[config.mk]
export PLATFORM = sky130hd
export DESIGN_NAME = flash_host
export DESIGN_NICKNAME = d
export VERILOG_FILES = /design/src/flash_host_pkg.sv /design/src/flash_host.sv /design/src/flash_bus_cycle.sv
export SDC_FILE = /design/constraint.sdc
export NUM_CORES = 1
export LEC_CHECK = 0
export BUFFER_PORTS_ARGS = -buffer_cell sky130_fd_sc_hd__buf_4
export CAP_MARGIN = 20
export CORE_MARGIN = 1.5
export CORE_UTILIZATION = 30
export CTS_CLUSTER_DIAMETER = 40
export CTS_CLUSTER_SIZE = 28
export DETAILED_ROUTE_END_ITERATION = 12
export GPL_TIMING_DRIVEN = 0
export PLACE_DENSITY = 0.46
export REMOVE_ABC_BUFFERS = 1
export SETUP_SLACK_MARGIN = 0.2
export SYNTH_ARGS = -nofsm -noshare
export SYNTH_HDL_FRONTEND = slang
export SYNTH_SLANG_ARGS = --single-unit
[constraint.sdc]
create_clock -name ref_clk -period 2.95 [get_ports ref_clk]
set_clock_uncertainty 0.1 [all_clocks]
set_input_delay 0.1475 -clock ref_clk [delete_from_list [all_inputs] [get_ports ref_clk]]
set_output_delay 0.1475 -clock ref_clk [all_outputs]
set_load 0.1 [all_outputs]
[src/flash_host_pkg.sv]
/*
 * constants for the parallel flash host controller: register map, command
 * codes, unlock addresses, pin field positions and timing counts.
 * assumes a 10 MHz clock and a byte-wide flash on a 19-bit address bus.
 */
// Functional notes
// (RULE_01) device latches full address each write
// (RULE_02) high-voltage bit nine selects signature codes
// (RULE_03) high-voltage bit one reads block protection
// (RULE_04) reads give array, signature or status bits
// (RULE_05) outputs valid only with both enables low
// (RULE_06) chip-enable write: address falls, data rises
// (RULE_07) write-enable write: address falls, data rises
// (RULE_08) chip enable high deselects the device
// (RULE_09) single F0h write returns array read
// (RULE_10) three-cycle reset: AAh, 55h, F0h
// (RULE_11) unlock then 90h gives signature reads
// (RULE_12) 90h then bit one reads protection
// (RULE_13) program: unlock, A0h, then address and data
// (RULE_14) block erase: unlock, 80h, unlock, 30h
// (RULE_15) extra blocks within window, bit three shows
// (RULE_16) chip erase: unlock, 80h, unlock, 10h
// (RULE_17) B0h suspends erase, 30h resumes
// (RULE_18) unmatched sequence falls back to array read
// (RULE_19) 00h resets controller during entry or id
// (RULE_20) upper address bits ignored in unlock match
// (RULE_21) host waits after reset during block erase
// (RULE_22) host holds select voltage during protect
// (RULE_23) protection read gives 01h or 00h
// (RULE_24) power-up returns decoder to array read
// (RULE_25) host releases data bus before output enable
`default_nettype none

package flash_host_pkg;

   // ***********************************************************
   // register map (word offsets as byte addresses)
   // ***********************************************************
   localparam logic [3:0] REG_CTRL = 4'h0;
   localparam logic [3:0] REG_ADDR = 4'h4;
   localparam logic [3:0] REG_DATA = 4'h8;
   localparam logic [3:0] REG_STATUS = 4'hC;
   localparam int ADDR_W = 19;
   localparam int DATA_W = 8;

   // ctrl register fields
   localparam int CTRL_OP_LSB = 0;
   localparam int CTRL_OP_W = 4;
   localparam int CTRL_HV_BIT = 8;
   localparam int CTRL_CEMODE_BIT = 9;
   localparam int CTRL_GO_BIT = 31;

   // status register fields
   localparam int STAT_BUSY_BIT = 0;
   localparam int STAT_DONE_BIT = 1;
   localparam int STAT_ERR_BIT = 2;

   // ***********************************************************
   // operation codes written by software
   // ***********************************************************
   localparam logic [3:0] OP_READ = 4'h0;
   localparam logic [3:0] OP_RESET1 = 4'h1;
   localparam logic [3:0] OP_RESET3 = 4'h2;
   localparam logic [3:0] OP_READ_ID = 4'h3;
   localparam logic [3:0] OP_PROGRAM = 4'h4;
   localparam logic [3:0] OP_BLOCK_ERASE = 4'h5;
   localparam logic [3:0] OP_ADD_BLOCK = 4'h6;
   localparam logic [3:0] OP_CHIP_ERASE = 4'h7;
   localparam logic [3:0] OP_SUSPEND = 4'h8;
   localparam logic [3:0] OP_RESUME = 4'h9;
   localparam logic [3:0] OP_ABORT = 4'hA;
   localparam logic [3:0] OP_WRITE_RAW = 4'hB;

   // ***********************************************************
   // flash command bytes and unlock addresses
   // ***********************************************************
   localparam logic [7:0] CMD_UNLOCK1 = 8'hAA;
   localparam logic [7:0] CMD_UNLOCK2 = 8'h55;
   localparam logic [7:0] CMD_RESET = 8'hF0;
   localparam logic [7:0] READ_ID_CMD = 8'h90;
   localparam logic [7:0] BYTE_WRITE_CMD = 8'hA0;
   localparam logic [7:0] CMD_ERASE_SETUP = 8'h80;
   localparam logic [7:0] SECTOR_WIPE_CMD = 8'h30;
   localparam logic [7:0] CMD_CHIP_ERASE = 8'h10;
   localparam logic [7:0] WIPE_PAUSE_CMD = 8'hB0;
   localparam logic [7:0] WIPE_CONTINUE_CMD = 8'h30;
   localparam logic [7:0] CMD_ABORT = 8'h00;
   localparam logic [18:0] UNLOCK_ADDR1 = 19'h0_5555;
   localparam logic [18:0] UNLOCK_ADDR2 = 19'h0_2AAA;

   // status bit positions in read data, and the high-voltage select address bit
   localparam int POLL_BIT = 7;
   localparam int TOGGLE_BIT = 6;
   localparam int ERROR_BIT = 5;
   localparam int ERASE_WINDOW_BIT = 3;
   localparam int HV_SELECT_ADDR_BIT = 9;

   // ***********************************************************
   // timing
   // ***********************************************************
   localparam int CLK_HZ = 10_000_000;
   localparam int ACCESS_NS = 70;
   localparam int ACCESS_CYC = (ACCESS_NS * (CLK_HZ / 1_000_000) + 999) / 1000 + 1;
   localparam int PULSE_CYC = 2;
   localparam int RESET_WAIT_US = 5;
   localparam int RESET_WAIT_CYC = RESET_WAIT_US * (CLK_HZ / 1_000_000);

endpackage

`default_nettype wire

[src/flash_host.sv]
/*
 * host controller for a byte-wide parallel flash. software loads address,
 * data and an operation over classic wishbone; the controller issues the
 * coded write sequences and reads on the flash pins.
 * assumes the flash sits directly on the pins, sampled on ref_clk, and the
 * high-voltage select levels are produced by external switches.
 */
`default_nettype none

module flash_host
   import flash_host_pkg::*;
(
   // clock and reset
   input wire logic ref_clk,
   input wire logic rstn,
   // wishbone slave
   input wire logic wb_cyc_i,
   input wire logic wb_stb_i,
   input wire logic wb_we_i,
   input wire logic [3:0] wb_adr_i,
   input wire logic [3:0] wb_sel_i,
   input wire logic [31:0] wb_dat_i,
   output logic [31:0] wb_dat_o,
   output logic wb_ack_o,
   // flash pins
   output logic [18:0] addr_in,
   output logic [7:0] dataOut,
   output logic data_io_oe_n,
   input wire logic [7:0] data_io,
   output logic ceN,
   output logic oeN,
   output logic weN,
   output logic hv_select_addr_bit
);

   typedef enum logic [4:0] {
      S_IDLE = 5'b0_0001,
      S_ISSUE = 5'b0_0010,
      S_WAIT = 5'b0_0100,
      S_DELAY = 5'b0_1000,
      S_DONE = 5'b1_0000
   } seq_state_t;

   seq_state_t state_reg;
   logic [3:0] op_reg;
   logic [2:0] step_reg;
   logic [18:0] addr_reg;
   logic [7:0] data_reg;
   logic hv_reg;
   logic ceMode_reg;
   logic busy_reg;
   logic doneFlag_reg;
   logic errFlag_reg;
   logic eraseActive_reg;
   logic [7:0] rdataHold_reg;
   logic [15:0] delay_reg;
   logic ackReg;
   logic cycStart;
   logic cycDone;
   logic [7:0] cycRdata;
   logic [18:0] stepAddr;
   logic [7:0] stepData;
   logic stepWrite;
   logic lastStep;

   // ***********************************************************
   // sequence table
   // ***********************************************************
   function automatic logic [2:0] seq_len(input logic [3:0] op);
      case (op)
         OP_RESET3, OP_READ_ID: seq_len = 3'd3; // RULE_10 RULE_11
         OP_PROGRAM: seq_len = 3'd4; // RULE_13
         OP_BLOCK_ERASE, OP_CHIP_ERASE: seq_len = 3'd6; // RULE_14 RULE_16
         default: seq_len = 3'd1;
      endcase
   endfunction

   // unlock pair position in the sequence
   function automatic logic is_unlock(input logic [2:0] step, input logic [2:0] len);
      is_unlock = (step == 3'd0) || (step == 3'd1) ||
                  (len == 3'd6 && (step == 3'd3 || step == 3'd4));
   endfunction

   always_comb begin
      stepWrite = 1'b1;
      stepAddr = UNLOCK_ADDR1; // RULE_20
      stepData = CMD_UNLOCK1;
      if (is_unlock(step_reg, seq_len(op_reg)) && seq_len(op_reg) != 3'd1) begin
         if (step_reg == 3'd1 || step_reg == 3'd4) begin
            stepAddr = UNLOCK_ADDR2;
            stepData = CMD_UNLOCK2;
         end
      end else begin
         case (op_reg)
            OP_READ: begin
               stepWrite = 1'b0; // RULE_04 RULE_02 RULE_03 RULE_12 RULE_23
               stepAddr = addr_reg;
            end
            OP_RESET1: begin
               stepAddr = addr_reg;
               stepData = CMD_RESET; // RULE_09
            end
            OP_RESET3: stepData = CMD_RESET; // RULE_10
            OP_READ_ID: stepData = READ_ID_CMD; // RULE_11
            OP_PROGRAM: begin
               stepData = BYTE_WRITE_CMD; // RULE_13
               if (step_reg == 3'd3) begin
                  stepAddr = addr_reg; // RULE_01
                  stepData = data_reg;
               end
            end
            OP_BLOCK_ERASE: begin
               stepData = CMD_ERASE_SETUP; // RULE_14
               if (step_reg == 3'd5) begin
                  stepAddr = addr_reg;
                  stepData = SECTOR_WIPE_CMD;
               end
            end
            OP_CHIP_ERASE: begin
               stepData = CMD_ERASE_SETUP; // RULE_16
               if (step_reg == 3'd5) begin
                  stepData = CMD_CHIP_ERASE;
               end
            end
            OP_ADD_BLOCK: begin
               stepAddr = addr_reg;
               stepData = SECTOR_WIPE_CMD; // RULE_15
            end
            OP_SUSPEND: begin
               stepAddr = addr_reg;
               stepData = WIPE_PAUSE_CMD; // RULE_17
            end
            OP_RESUME: begin
               stepAddr = addr_reg;
               stepData = WIPE_CONTINUE_CMD; // RULE_17
            end
            OP_ABORT: begin
               stepAddr = addr_reg;
               stepData = CMD_ABORT; // RULE_19
            end
            default: begin
               // raw write lets software test fallback behaviour
               stepAddr = addr_reg; // RULE_18
               stepData = data_reg;
            end
         endcase
      end
   end

   assign lastStep = (step_reg + 3'd1 == seq_len(op_reg));
   assign cycStart = (state_reg == S_ISSUE);

   // ***********************************************************
   // bus cycle engine
   // ***********************************************************
   flash_bus_cycle u_cycle (
      .ref_clk(ref_clk),
      .rstn(rstn),
      .start(cycStart),
      .isWrite(stepWrite),
      .ceMode(ceMode_reg),
      .addr(stepAddr),
      .wdata(stepData),
      .done(cycDone),
      .rdata_reg(cycRdata),
      .addrOut_reg(addr_in),
      .dataOut_reg(dataOut),
      .dataOe_n_reg(data_io_oe_n),
      .dataIn(data_io),
      .ceN_reg(ceN),
      .oeN_reg(oeN),
      .weN_reg(weN)
   );

   assign hv_select_addr_bit = hv_reg; // RULE_22

   // ***********************************************************
   // wishbone register access
   // ***********************************************************
   logic wbReq;
   logic goWrite;
   assign wbReq = wb_cyc_i && wb_stb_i && !ackReg;
   assign goWrite = wbReq && wb_we_i && wb_adr_i == REG_CTRL && wb_sel_i[3] &&
                    wb_dat_i[CTRL_GO_BIT] && state_reg == S_IDLE;
   assign wb_ack_o = ackReg;

   always_ff @(posedge ref_clk or negedge rstn) begin
      if (!rstn) begin
         ackReg <= 1'b0;
         wb_dat_o <= 32'h0000_0000;
      end else begin
         ackReg <= wbReq;
         wb_dat_o <= 32'h0000_0000;
         if (wbReq && !wb_we_i) begin
            case (wb_adr_i)
               REG_CTRL: wb_dat_o <= {22'h0, ceMode_reg, hv_reg, 4'h0, op_reg};
               REG_ADDR: wb_dat_o <= {13'h0, addr_reg};
               REG_DATA: wb_dat_o <= {24'h0, rdataHold_reg};
               REG_STATUS: wb_dat_o <= {28'h0, eraseActive_reg, errFlag_reg,
                                        doneFlag_reg, busy_reg};
               default: wb_dat_o <= 32'h0000_0000;
            endcase
         end
      end
   end

   always_ff @(posedge ref_clk or negedge rstn) begin
      if (!rstn) begin
         op_reg <= OP_READ;
         addr_reg <= 19'h0_0000;
         data_reg <= 8'h00;
         hv_reg <= 1'b0;
         ceMode_reg <= 1'b0;
      end else if (wbReq && wb_we_i && state_reg == S_IDLE) begin
         case (wb_adr_i)
            REG_CTRL: begin
               if (wb_sel_i[0]) op_reg <= wb_dat_i[CTRL_OP_LSB +: CTRL_OP_W];
               if (wb_sel_i[1]) begin
                  hv_reg <= wb_dat_i[CTRL_HV_BIT];
                  ceMode_reg <= wb_dat_i[CTRL_CEMODE_BIT];
               end
            end
            REG_ADDR: begin
               if (wb_sel_i[0]) addr_reg[7:0] <= wb_dat_i[7:0];
               if (wb_sel_i[1]) addr_reg[15:8] <= wb_dat_i[15:8];
               if (wb_sel_i[2]) addr_reg[18:16] <= wb_dat_i[18:16];
            end
            REG_DATA: if (wb_sel_i[0]) data_reg <= wb_dat_i[7:0];
            default: ;
         endcase
      end
   end

   // ***********************************************************
   // sequencer
   // ***********************************************************
   always_ff @(posedge ref_clk or negedge rstn) begin
      if (!rstn) begin
         state_reg <= S_IDLE;
         step_reg <= 3'd0;
         busy_reg <= 1'b0;
         delay_reg <= 16'h0000;
      end else begin
         case (state_reg)
            S_IDLE: begin
               if (goWrite) begin
                  busy_reg <= 1'b1;
                  step_reg <= 3'd0;
                  state_reg <= S_ISSUE;
               end
            end
            S_ISSUE: state_reg <= S_WAIT;
            S_WAIT: begin
               if (cycDone) begin
                  if (lastStep) begin
                     delay_reg <= 16'h0000;
                     state_reg <= S_DELAY;
                  end else begin
                     step_reg <= step_reg + 3'd1;
                     state_reg <= S_ISSUE;
                  end
               end
            end
            S_DELAY: begin
               // settle after reset while an erase runs
               delay_reg <= delay_reg + 16'h0001;
               if (!eraseActive_reg || (op_reg != OP_RESET1 && op_reg != OP_RESET3) ||
                   int'(delay_reg) + 1 >= RESET_WAIT_CYC) begin // RULE_21
                  state_reg <= S_DONE;
               end
            end
            S_DONE: begin
               busy_reg <= 1'b0;
               state_reg <= S_IDLE;
            end
            default: state_reg <= S_IDLE;
         endcase
      end
   end

   // ***********************************************************
   // status tracking
   // ***********************************************************
   always_ff @(posedge ref_clk or negedge rstn) begin
      if (!rstn) begin
         doneFlag_reg <= 1'b0;
         errFlag_reg <= 1'b0;
         eraseActive_reg <= 1'b0;
         rdataHold_reg <= 8'h00;
      end else begin
         if (goWrite) begin
            doneFlag_reg <= 1'b0;
            errFlag_reg <= 1'b0;
         end
         if (state_reg == S_WAIT && cycDone && !stepWrite) begin
            rdataHold_reg <= cycRdata;
            errFlag_reg <= cycRdata[ERROR_BIT] &&
                           cycRdata[TOGGLE_BIT] != rdataHold_reg[TOGGLE_BIT];
         end
         if (state_reg == S_DONE) begin
            doneFlag_reg <= 1'b1;
            if (op_reg == OP_BLOCK_ERASE || op_reg == OP_CHIP_ERASE) begin
               eraseActive_reg <= 1'b1;
            end
            if (op_reg == OP_RESET1 || op_reg == OP_RESET3 || op_reg == OP_ABORT) begin
               eraseActive_reg <= 1'b0; // RULE_24
            end
         end
         // a finished poll with bit seven high, bit three low and bit six unchanged since the last read ends the erase
         if (state_reg == S_WAIT && cycDone && !stepWrite && cycRdata[POLL_BIT] &&
             cycRdata[ERASE_WINDOW_BIT] == 1'b0 && op_reg == OP_READ) begin
            eraseActive_reg <= eraseActive_reg &&
                               cycRdata[TOGGLE_BIT] != rdataHold_reg[TOGGLE_BIT];
         end
      end
   end

   a_unlock_first: assert property (@(posedge ref_clk) disable iff (!rstn) // RULE_10
      (cycStart && step_reg == 3'd0 && seq_len(op_reg) > 3'd1) |->
      (stepAddr == UNLOCK_ADDR1 && stepData == CMD_UNLOCK1))
      else $error("sequence did not open with first unlock");

   a_program_data: assert property (@(posedge ref_clk) disable iff (!rstn) // RULE_13
      (cycStart && op_reg == OP_PROGRAM && step_reg == 3'd3) |->
      (stepAddr == addr_reg && stepData == data_reg))
      else $error("program cycle lost address or data");

   a_erase_confirm: assert property (@(posedge ref_clk) disable iff (!rstn) // RULE_16
      (cycStart && op_reg == OP_CHIP_ERASE && step_reg == 3'd5) |->
      (stepData == CMD_CHIP_ERASE && stepAddr == UNLOCK_ADDR1))
      else $error("chip erase confirm wrong");

   a_ack_one: assert property (@(posedge ref_clk) disable iff (!rstn)
      wb_ack_o |=> !wb_ack_o)
      else $error("ack held longer than one cycle");

endmodule

`default_nettype wire

[src/flash_bus_cycle.sv]
/*
 * one flash bus cycle: a write (address on the falling enable edge, data on
 * the rising edge) or a read gated by chip and output enable.
 * assumes the flash pins are sampled synchronously to ref_clk.
 */
`default_nettype none

module flash_bus_cycle
   import flash_host_pkg::*;
(
   // clock and reset
   input wire logic ref_clk,
   input wire logic rstn,
   // request
   input wire logic start,
   input wire logic isWrite,
   input wire logic ceMode,
   input wire logic [18:0] addr,
   input wire logic [7:0] wdata,
   output logic done,
   output logic [7:0] rdata_reg,
   // flash pins
   output logic [18:0] addrOut_reg,
   output logic [7:0] dataOut_reg,
   output logic dataOe_n_reg,
   input wire logic [7:0] dataIn,
   output logic ceN_reg,
   output logic oeN_reg,
   output logic weN_reg
);

   typedef enum logic [4:0] {
      C_IDLE = 5'b0_0001,
      C_SETUP = 5'b0_0010,
      C_STROBE = 5'b0_0100,
      C_HOLD = 5'b0_1000,
      C_REL = 5'b1_0000
   } cyc_state_t;

   cyc_state_t state_reg;
   logic [3:0] cnt_reg;
   logic opWrite_reg;

   assign done = (state_reg == C_REL);

   // ***********************************************************
   // cycle sequencer
   // ***********************************************************
   always_ff @(posedge ref_clk or negedge rstn) begin
      if (!rstn) begin
         state_reg <= C_IDLE;
         cnt_reg <= 4'h0;
         opWrite_reg <= 1'b0;
         addrOut_reg <= 19'h0_0000;
         dataOut_reg <= 8'h00;
         dataOe_n_reg <= 1'b1;
         ceN_reg <= 1'b1;
         oeN_reg <= 1'b1;
         weN_reg <= 1'b1;
         rdata_reg <= 8'h00;
      end else begin
         case (state_reg)
            C_IDLE: begin
               if (start) begin
                  addrOut_reg <= addr;
                  opWrite_reg <= isWrite;
                  dataOut_reg <= wdata;
                  // bus released before a read enables outputs
                  dataOe_n_reg <= !isWrite; // RULE_25
                  state_reg <= C_SETUP;
               end
            end
            C_SETUP: begin
               if (opWrite_reg) begin
                  // first enable falls here; the strobe falling next cycle latches the address
                  if (ceMode) begin
                     weN_reg <= 1'b0; // RULE_06
                  end else begin
                     ceN_reg <= 1'b0; // RULE_07
                  end
               end else begin
                  ceN_reg <= 1'b0; // RULE_05
               end
               state_reg <= C_STROBE;
               cnt_reg <= 4'h0;
            end
            C_STROBE: begin
               if (opWrite_reg) begin
                  if (ceMode) begin
                     ceN_reg <= 1'b0; // RULE_06
                  end else begin
                     weN_reg <= 1'b0; // RULE_07
                  end
               end else begin
                  oeN_reg <= 1'b0; // RULE_05
               end
               state_reg <= C_HOLD;
            end
            C_HOLD: begin
               cnt_reg <= cnt_reg + 4'h1;
               if (int'(cnt_reg) + 1 >= (opWrite_reg ? PULSE_CYC : ACCESS_CYC)) begin
                  if (!opWrite_reg) begin
                     rdata_reg <= dataIn; // RULE_04
                  end
                  // rising enable latches data; deselect in the same cycle
                  ceN_reg <= 1'b1; // RULE_08
                  weN_reg <= 1'b1;
                  oeN_reg <= 1'b1;
                  state_reg <= C_REL;
               end
            end
            C_REL: begin
               dataOe_n_reg <= 1'b1;
               state_reg <= C_IDLE;
            end
            default: state_reg <= C_IDLE;
         endcase
      end
   end

   a_read_gated: assert property (@(posedge ref_clk) disable iff (!rstn) // RULE_25
      (!oeN_reg) |-> (dataOe_n_reg && !ceN_reg))
      else $error("read enabled while host drives data");

   // write strobe only with outputs off and host data on the bus
   a_write_oe_high: assert property (@(posedge ref_clk) disable iff (!rstn) // RULE_07
      (!weN_reg) |-> (oeN_reg && !dataOe_n_reg))
      else $error("write strobe with outputs enabled or bus released");

endmodule

`default_nettype wire

==> impl_metrics.env, run 1 <==
export IMPL_cts_clk_slew_worst_paths_ns=0.06
export IMPL_pwr_share_seq_pct=33.4
export IMPL_period_minus_slack_ns=2.65
export IMPL_synth_enable_flop_cells=0
export IMPL_ys_ff_latch=138
export IMPL_slew_headroom_pct=47.4
export IMPL_setup_viol=0
export IMPL_fp_dieW_um=153
export IMPL_p_int_mw=4.07
export IMPL_power_leakage_nw=3.92
export IMPL_violations="design-rule violations"
export IMPL_n_antenna_cell=0
export IMPL_io_pins=118
export IMPL_drv_slew=0
export IMPL_areaGrowthSynthToFinish_pct=28.1
export IMPL_fp_dieH_um=153
export IMPL_synth_main_ff_cell="dfrtp_1"
export IMPL_numCtsBuffers=17
export IMPL_cp_cell_sequence="or3_4 > or3b_4 > or4_4 > clkinv_8 > o21ai_4 > buf_4 > o21ai_2"
export IMPL_power_density_nw_per_um2=828
export IMPL_drt_initial_drc_count=304
export IMPL_hold_viol=0
export IMPL_drc=12
export IMPL_maxCapViolCount=0
export IMPL_cp_start_kind="flip-flop"
export IMPL_async_reset_ff_share_pct=100
export IMPL_max_slew_worst_pin_slew_ns=0.786
export IMPL_design_core_area_sq_um=22000
export IMPL_hpwlAfterDp_um=12500
export IMPL_crit_type="reg -> reg"
export IMPL_p_sw_mw=3.10
export IMPL_ir_drop_v=0.000356
export IMPL_switching_share_pct=43.2
export IMPL_seq_area_frac_synth_pct=51.2
export IMPL_slowest_delay_ns=0.56
export IMPL_yosys_warnings=0
export IMPL_cts_sinks=138
export IMPL_cts_buffer_depth=2
export IMPL_vias=5374
export IMPL_combPwrFrac_pct=37.4
export IMPL_layout_common_cells="131 x dfrtp_1, 100 x buf_4, 56 x nand2_1"
export IMPL_status="finished, violations left"
export IMPL_hold_slack_ns=0.0172
export IMPL_finalPower_mw=7.17
export IMPL_synth_cells=638
export IMPL_antenna_left=0
export IMPL_clk_latency_ns=0.41
export IMPL_antenna_found_initial=0
export IMPL_overflow=0
export IMPL_clockPowerShare_pct=29.3
export IMPL_fmax_ghz=0.377
export IMPL_initial_core_util_pct=30.8
export IMPL_clockRootBuffer="clkbuf_16"
export IMPL_grt_pass1_vias=5269
export IMPL_post_route_period_util_pct=89.8
export IMPL_htreeDepth=4
export IMPL_drt_first_pass_iters=9
export IMPL_arrival_ns=2.90
export IMPL_avgSynthCellArea_sq_um=10.6
export IMPL_min_path_type="in -> reg"
export IMPL_cts_tree="built"
export IMPL_final_common_cell="dfrtp_1"
export IMPL_crit_path_end_kind="flip-flop"
export IMPL_rows=54
export IMPL_cp_slowest_cell="or4_4"
export IMPL_routed_wl_um=18100
export IMPL_viasPerCell=5.11
export IMPL_rsz0062_at_grt="no"
export IMPL_io_buffers=92
export IMPL_routedWlPerCell_um=17.2
export IMPL_synth_area_sq_um=6760
export IMPL_grt_pass1_wl_um=28900
export IMPL_grt_usage_pct=15.8
export IMPL_gp_congestion=0.812
export IMPL_worst_ep_required_time_ns=3.20
export IMPL_grt_max_degree=74
export IMPL_drive_gt1_share_pct=28.9
export IMPL_dieArea_sq_um=23400
export IMPL_critPathMaxFanout=19
export IMPL_nets=821
export IMPL_yosysUniqueCellTypes=75
## per-stage QoR
stage	setup WS [ns]	TNS [ns]	instance area [sq um]	utilization [%]	instances
2_1_floorplan	0.405	0	6570	-	605
3_5_place_dp	-0.0697	-0.263	7660	34.9	980
4_1_cts	0.141	0	8620	39.3	1049
6_report	0.300	0	8660	39.4	1052
3_3_place_gp	-0.667	-10.23	7610	34.7	977
5_1_grt	0.205	0	8660	39.4	1052
## kinds of logic (layout without fill, tap and decap cells)
logic type | Yosys count | after routing | share of synthesized area, %
buf+inv | 56 | 177 | 4.13
flops | 138 | 138 | 51.2
other cells | 1 | 13 | 0.0555
simple gates | 227 | 228 | 17.8
mux | 56 | 56 | 9.24
fa+ha+maj | 8 | 8 | 1.48
xor+xnor | 6 | 6 | 0.778
compound gates | 146 | 146 | 15.3
## critical path: cells and delay by family, from the launching register on
| family | cells | cell delay, ns |
|---|---|---|
| AO/OA/AOI/OAI | 2 | 0.26 |
| flip-flops | 1 | 0.41 |
| AND/OR/NAND/NOR | 3 | 1.44 |
| buffers and inverters | 2 | 0.36 |
## synthesized netlist by cell type, types with 3 or more instances
library cell	number	area, sq um
dfrtp_1	132	3300
nand2_1	57	214
mux2_2	51	574
nor2_1	32	120
o21ai_0	28	140
clkbuf_1	25	93.8
nor3_1	25	125
nand3_1	22	110
a21oi_1	21	105
and2_1	16	100
buf_4	14	105
a31oi_1	13	81.3
nand2b_1	13	81.3
inv_1	10	37.5
nand3b_1	10	75.1
o21ai_2	10	87.6
a22oi_1	9	67.6
nor3b_1	9	67.6
ha_1	8	100
nor4_1	8	50.1
o22a_1	8	70.1
nor2b_1	7	43.8
dfstp_2	6	158
mux2i_1	5	50.1
nand4_1	5	31.3
o21a_1	5	37.5
o22ai_1	5	31.3
a211oi_1	4	30.0
a21o_1	4	30.0
a22o_1	4	35.0
and3_1	4	25.0
a222oi_1	3	30.0
buf_2	3	15.0
or2_2	3	18.8
or3_1	3	18.8
xnor2_1	3	26.3
xor2_1	3	26.3
## power groups by stage
stage | Clock (mW) | Sequential (mW) | Combinational (mW)
3_5_place_dp | 0 | 2.42 | 2.59
2_1_floorplan | 0 | 3.67 | 0.693
3_3_place_gp | 0 | 2.41 | 2.56
4_1_cts | 2.15 | 2.39 | 2.68
6_report | 2.10 | 2.39 | 2.68
5_1_grt | 2.23 | 2.43 | 2.82
## cell type report
cell class,count,area (sq um)
flip-flops and latches,138,3460
repair buffers,135,1110
fillers,2149,13300
clock buffers,18,429
multi-input cells,457,3100
well taps,280,350
inverters,11,53.8
clock inverters,13,144
## layer usage
layer  vias to the layer above  global-route usage (%)  wire [um]
met4                         0                    4.15        164
met2                       135                    24.0       8260
met3                        10                    3.80        905
li1                       2561                       -          -
met5                         -                       0          0
met1                      2668                    22.4       8790
## worst paths after layout
path | startpoint | to | slack, ns | depth (start not counted)
max in group asynchronous | rstn | state_reg[0] | 1.71 | 3
min | wb_dat_i[31] | busy_reg | 0.02 | 3
min reg2reg | wb_ack_o | wb_ack_o | 0.37 | 1
min in group asynchronous | rstn | addr_reg[12] | 0.21 | 2
max reg2reg | state_reg[3] | u_cycle.addrOut_reg[12] | 0.30 | 7
max | state_reg[3] | u_cycle.addrOut_reg[12] | 0.30 | 7
## what timing repair did
| action | 4_1_cts | 5_1_grt |
|---|---|---|
| setup buffers | 6 | 1 |
| endpoints found under the hold margin | 108 | 0 |
| hold buffers | 31 | 0 |
| pin swaps | 1 | 1 |
| cloned | 1 | 0 |
| resized for setup | 3 | 5 |
| endpoints found under the setup margin | 54 | 38 |
(Power assumes the default switching activity.)
==> run 2, diff against run 1 <==
CORE_ASPECT_RATIO = 1.4   (was unset)
GPL_TIMING_DRIVEN = unset   (was 0)
==> impl_metrics.env, run 2 (same netlist as run 1, synthesis figures left out) <==
export IMPL_htreeDepth=4
export IMPL_slew_headroom_pct=50.8
export IMPL_rsz0062_at_grt="no"
export IMPL_viasPerCell=4.94
export IMPL_path_delay_family="simple AND/OR/NAND/NOR gates"
export IMPL_crit_type="reg -> reg"
export IMPL_drv_slew=0
export IMPL_initial_core_util_pct=30.8
export IMPL_gp_congestion=0.828
export IMPL_drt_first_pass_iters=4
export IMPL_final_area_sq_um=8730
export IMPL_routed_wl_um=17900
export IMPL_grt_max_degree=59
export IMPL_pre_cts_ws_ns=0.369
export IMPL_min_path_type="in -> reg"
export IMPL_cts_clk_slew_worst_paths_ns=0.06
export IMPL_post_route_period_util_pct=87.1
export IMPL_crit_buf_inv=1
export IMPL_maxCapViolCount=0
export IMPL_clockRootBuffer="clkbuf_16"
export IMPL_postCtsSetupRepairBufs=0
export IMPL_hp_start="wb_dat_i[31]"
export IMPL_nets=831
export IMPL_clk_latency_ns=0.42
export IMPL_hold_buffers=31
export IMPL_grt_pass1_wl_um=28700
export IMPL_power_leakage_nw=3.99
export IMPL_fmax_ghz=0.389
export IMPL_fp_dieW_um=130
export IMPL_drive_gt1_share_pct=29.1
export IMPL_layout_common_cells="132 x dfrtp_1, 113 x buf_4, 57 x nand2_1"
export IMPL_numCtsBuffers=17
export IMPL_ff2ff_setup_slack_ns=0.38
export IMPL_overflow=0
export IMPL_n_antenna_cell=0
export IMPL_hold_viol=0
export IMPL_max_slew_worst_pin_slew_ns=0.735
export IMPL_setup_viol=0
export IMPL_antenna_left=0
export IMPL_reg2regPathDepth=6
export IMPL_power_density_nw_per_um2=821
export IMPL_grt_usage_pct=15.8
export IMPL_drt_initial_drc_count=251
export IMPL_dieArea_sq_um=23400
export IMPL_drc=0
export IMPL_arrival_ns=2.77
export IMPL_setup_ws_ns=0.379
export IMPL_vias=5338
export IMPL_cts_tree="built"
export IMPL_grt_pass1_vias=5466
export IMPL_cp_cell_sequence="or3_4 > or3b_4 > or4_4 > clkinv_4 > o21ai_4 > o22a_1"
export IMPL_io_buffers=92
export IMPL_hold_end="busy_reg"
export IMPL_status="complete, no violations"
export IMPL_fin_setup_tns_ns=0
export IMPL_worst_ep_required_time_ns=3.15
export IMPL_design_core_area_sq_um=21900
export IMPL_reg2reg_from="state_reg[3]"
export IMPL_hold_path_depth=3
export IMPL_routedWlPerCell_um=16.5
export IMPL_ctsResizeCount=0
export IMPL_hpwlAfterDp_um=13100
export IMPL_finalPower_mw=7.17
export IMPL_antenna_found_initial=0
export IMPL_cts_buffer_depth=2
export IMPL_slowest_delay_ns=0.52
export IMPL_ir_drop_v=0.000465
export IMPL_final_common_cell="dfrtp_1"
export IMPL_rows=64
export IMPL_crit_path_end_kind="flip-flop"
export IMPL_cp_slowest_cell="or4_4"
export IMPL_io_pins=118
export IMPL_areaGrowthSynthToFinish_pct=29.2
export IMPL_r2r_end="u_cycle.addrOut_reg[7]"
export IMPL_cts_sinks=138
export IMPL_critPathMaxFanout=18
export IMPL_placed_area_sq_um=7830
export IMPL_period_minus_slack_ns=2.57
export IMPL_fp_dieH_um=181
export IMPL_final_util_pct=39.8
export IMPL_cp_start_kind="flip-flop"
export IMPL_cp_startpoint="state_reg[3]"
==> run 2: layer usage <==
metal  vias up  routed length, um  GRT usage, %
met2       113               9370          28.4
met1      2631               7700          18.7
met4         0                199          5.07
met3        12                590          3.03
li1       2582                  -             -
met5         -                  0             0
==> run 2: final cells by class <==
class | count | area, sq um
multi-input cells | 456 | 3070
flip-flops and latches | 138 | 3460
well taps | 297 | 372
clock inverters | 14 | 164
inverters | 11 | 46.3
clock buffers | 18 | 429
fillers | 2241 | 13200
repair buffers | 146 | 1190
==> run 2: how the worst max path moves through the flow <==
| stage | end | slack (ns) | cells after the start |
|---|---|---|---|
| finish | u_cycle.addrOut_reg[7] | 0.38 | 6 |
| global route | u_cycle.addrOut_reg[0] | 0.21 | 7 |
| CTS | u_cycle.addrOut_reg[7] | 0.36 | 6 |
| detailed placement | u_cycle.addrOut_reg[7] | 0.37 | 6 |
| global placement | u_cycle.addrOut_reg[9] | 0.40 | 6 |
| floorplan | u_cycle.addrOut_reg[11] | 0.41 | 6 |
==> run 2: metrics by stage <==
step           hold WS [ns]  instances
5_1_grt              0.0440       1080
2_1_floorplan        -0.248        605
3_5_place_dp         0.0660       1017
4_1_cts            0.000599       1080
6_report             0.0177       1080
3_3_place_gp         0.0573       1017
==> run 2: tightest hold or removal path: cells and delay by family <==
family                 cells  cell delay, ns
buffers and inverters      1            0.13
AND/OR/NAND/NOR            1            0.12
AO/OA/AOI/OAI              1            0.09
==> run 2: power breakdown <==
part	total [mW]	leakage (nW)	internal, mW	switching [mW]
sequential	2.37	1.85	2.17	0.201
clock	2.14	0.280	1.26	0.873
combinational	2.66	1.86	0.654	2.00
==> run 3, diff against run 2 <==
REMOVE_ABC_BUFFERS = unset   (was 1)
SLEW_MARGIN = 20   (was unset)
==> impl_metrics.env, run 3 (same netlist as run 1, synthesis figures left out) <==
export IMPL_status="complete, no violations"
export IMPL_drt_initial_drc_count=285
export IMPL_antenna_found_initial=0
export IMPL_clk_latency_ns=0.43
export IMPL_nFillCells=2206
export IMPL_crit_type="reg -> reg"
export IMPL_hold_end="doneFlag_reg"
export IMPL_io_pins=118
export IMPL_ir_drop_v=0.000498
export IMPL_initial_core_util_pct=30.8
export IMPL_period_minus_slack_ns=2.57
export IMPL_clockRootBuffer="clkbuf_16"
export IMPL_routed_wl_um=18000
export IMPL_setup_viol=0
export IMPL_io_buffers=92
export IMPL_cts_buffer_depth=2
export IMPL_ff2ff_setup_slack_ns=0.38
export IMPL_fin_setup_tns_ns=0
export IMPL_drc=0
export IMPL_dieArea_sq_um=23400
export IMPL_fp_dieW_um=130
export IMPL_grt_pass1_vias=5751
export IMPL_cts_tree="built"
export IMPL_final_common_cell="dfrtp_1"
export IMPL_vias=5425
export IMPL_grt_usage_pct=16.4
export IMPL_numCtsBuffers=17
export IMPL_arrival_ns=2.78
export IMPL_fmax_ghz=0.389
export IMPL_cts_sinks=138
export IMPL_drv_slew=0
export IMPL_overflow=0
export IMPL_htreeDepth=4
export IMPL_rows=64
export IMPL_grt_pass1_wl_um=29600
export IMPL_critPathMaxFanout=18
export IMPL_viasPerCell=5.03
export IMPL_min_path_type="in -> reg"
export IMPL_design_core_area_sq_um=21900
export IMPL_nets=830
export IMPL_n_antenna_cell=0
export IMPL_maxCapViolCount=0
export IMPL_areaGrowthSynthToFinish_pct=29.2
export IMPL_reg2reg_from="state_reg[3]"
export IMPL_grt_max_degree=74
export IMPL_max_slew_worst_pin_slew_ns=0.740
export IMPL_crit_path_end_kind="flip-flop"
export IMPL_hpwlAfterDp_um=13500
export IMPL_rsz0062_at_grt="no"
export IMPL_worst_ep_required_time_ns=3.16
export IMPL_layout_common_cells="132 x dfrtp_1, 112 x buf_4, 57 x nand2_1"
export IMPL_ctsResizeCount=0
export IMPL_cts_clk_slew_worst_paths_ns=0.06
export IMPL_routedWlPerCell_um=16.7
export IMPL_multi_input_area_sq_um=3070
export IMPL_gp_congestion=0.800
export IMPL_r2r_end="u_cycle.addrOut_reg[5]"
export IMPL_final_util_pct=39.8
export IMPL_post_route_period_util_pct=87.1
export IMPL_hp_start="wb_dat_i[31]"
export IMPL_hold_viol=0
export IMPL_power_density_nw_per_um2=827
export IMPL_antenna_left=0
export IMPL_reg2regPathDepth=6
export IMPL_seq_area_sq_um=3460
export IMPL_hold_path_depth=4
export IMPL_drt_first_pass_iters=4
export IMPL_slew_headroom_pct=50.7
export IMPL_power_leakage_nw=3.99
export IMPL_fp_dieH_um=181
export IMPL_drive_gt1_share_pct=29.0
export IMPL_cp_start_kind="flip-flop"
## run 3: per-layer routing
metal | GRT usage [%] | vias up | wire length, um
met5 | 0 | - | 0
met4 | 5.47 | 0 | 300
met3 | 3.56 | 23 | 677
met2 | 29.4 | 120 | 9600
met1 | 18.9 | 2704 | 7410
li1 | - | 2578 | -
## run 3: repair_timing
item,in CTS,in global routing
setup buffers,0,0
endpoints found under the hold margin,111,0
hold buffers,32,0
## run 3: how the worst max path moves through the flow
stage / from / slack (ns) / end / depth (start not counted)
3_5_place_dp: state_reg[3] / 0.38 / u_cycle.addrOut_reg[5] / 6
3_3_place_gp: state_reg[3] / 0.41 / u_cycle.addrOut_reg[11] / 6
2_1_floorplan: state_reg[3] / 0.53 / u_cycle.addrOut_reg[15] / 7
6_report: state_reg[3] / 0.38 / u_cycle.addrOut_reg[5] / 6
4_1_cts: state_reg[3] / 0.37 / u_cycle.addrOut_reg[5] / 6
5_1_grt: step_reg[1] / 0.25 / u_cycle.addrOut_reg[0] / 7
## run 3: power by group
part           internal [mW]  switching, mW
Clock                   1.36          0.840
Combinational          0.646           2.00
Sequential              2.17          0.203
## run 3: area by class of cell
cell class,count,share of cell area [%]
Sequential cell,138,39.7
Multi-Input combinational cell,456,35.2
Timing Repair Buffer,145,13.4
Clock buffer,19,5.07
Tap cell,297,4.26
Clock inverter,13,1.88
Inverter,11,0.530
## run 3: per-stage QoR
step                worst slack, ns  std cells  power, mW  hold WS (ns)  instance area, sq um
global route                  0.252       1079       7.55        0.0703                  8730
detailed placement            0.379       1015       5.05         0.130                  7800
floorplan                     0.532        650       4.40        -0.248                  6800
CTS                           0.373       1079       7.31        0.0102                  8730
finish                        0.382       1079       7.22        0.0344                  8730
global placement              0.413       1015       5.01         0.124                  7800
## run 3: critical path, stage by stage, from the launching register on
cell and delay [ns]:
dfrtp_1 0.41, or3_4 0.42, or3b_4 0.43, or4_4 0.52, clkinv_4 0.12, o21ai_4 0.19, o22a_1 0.25
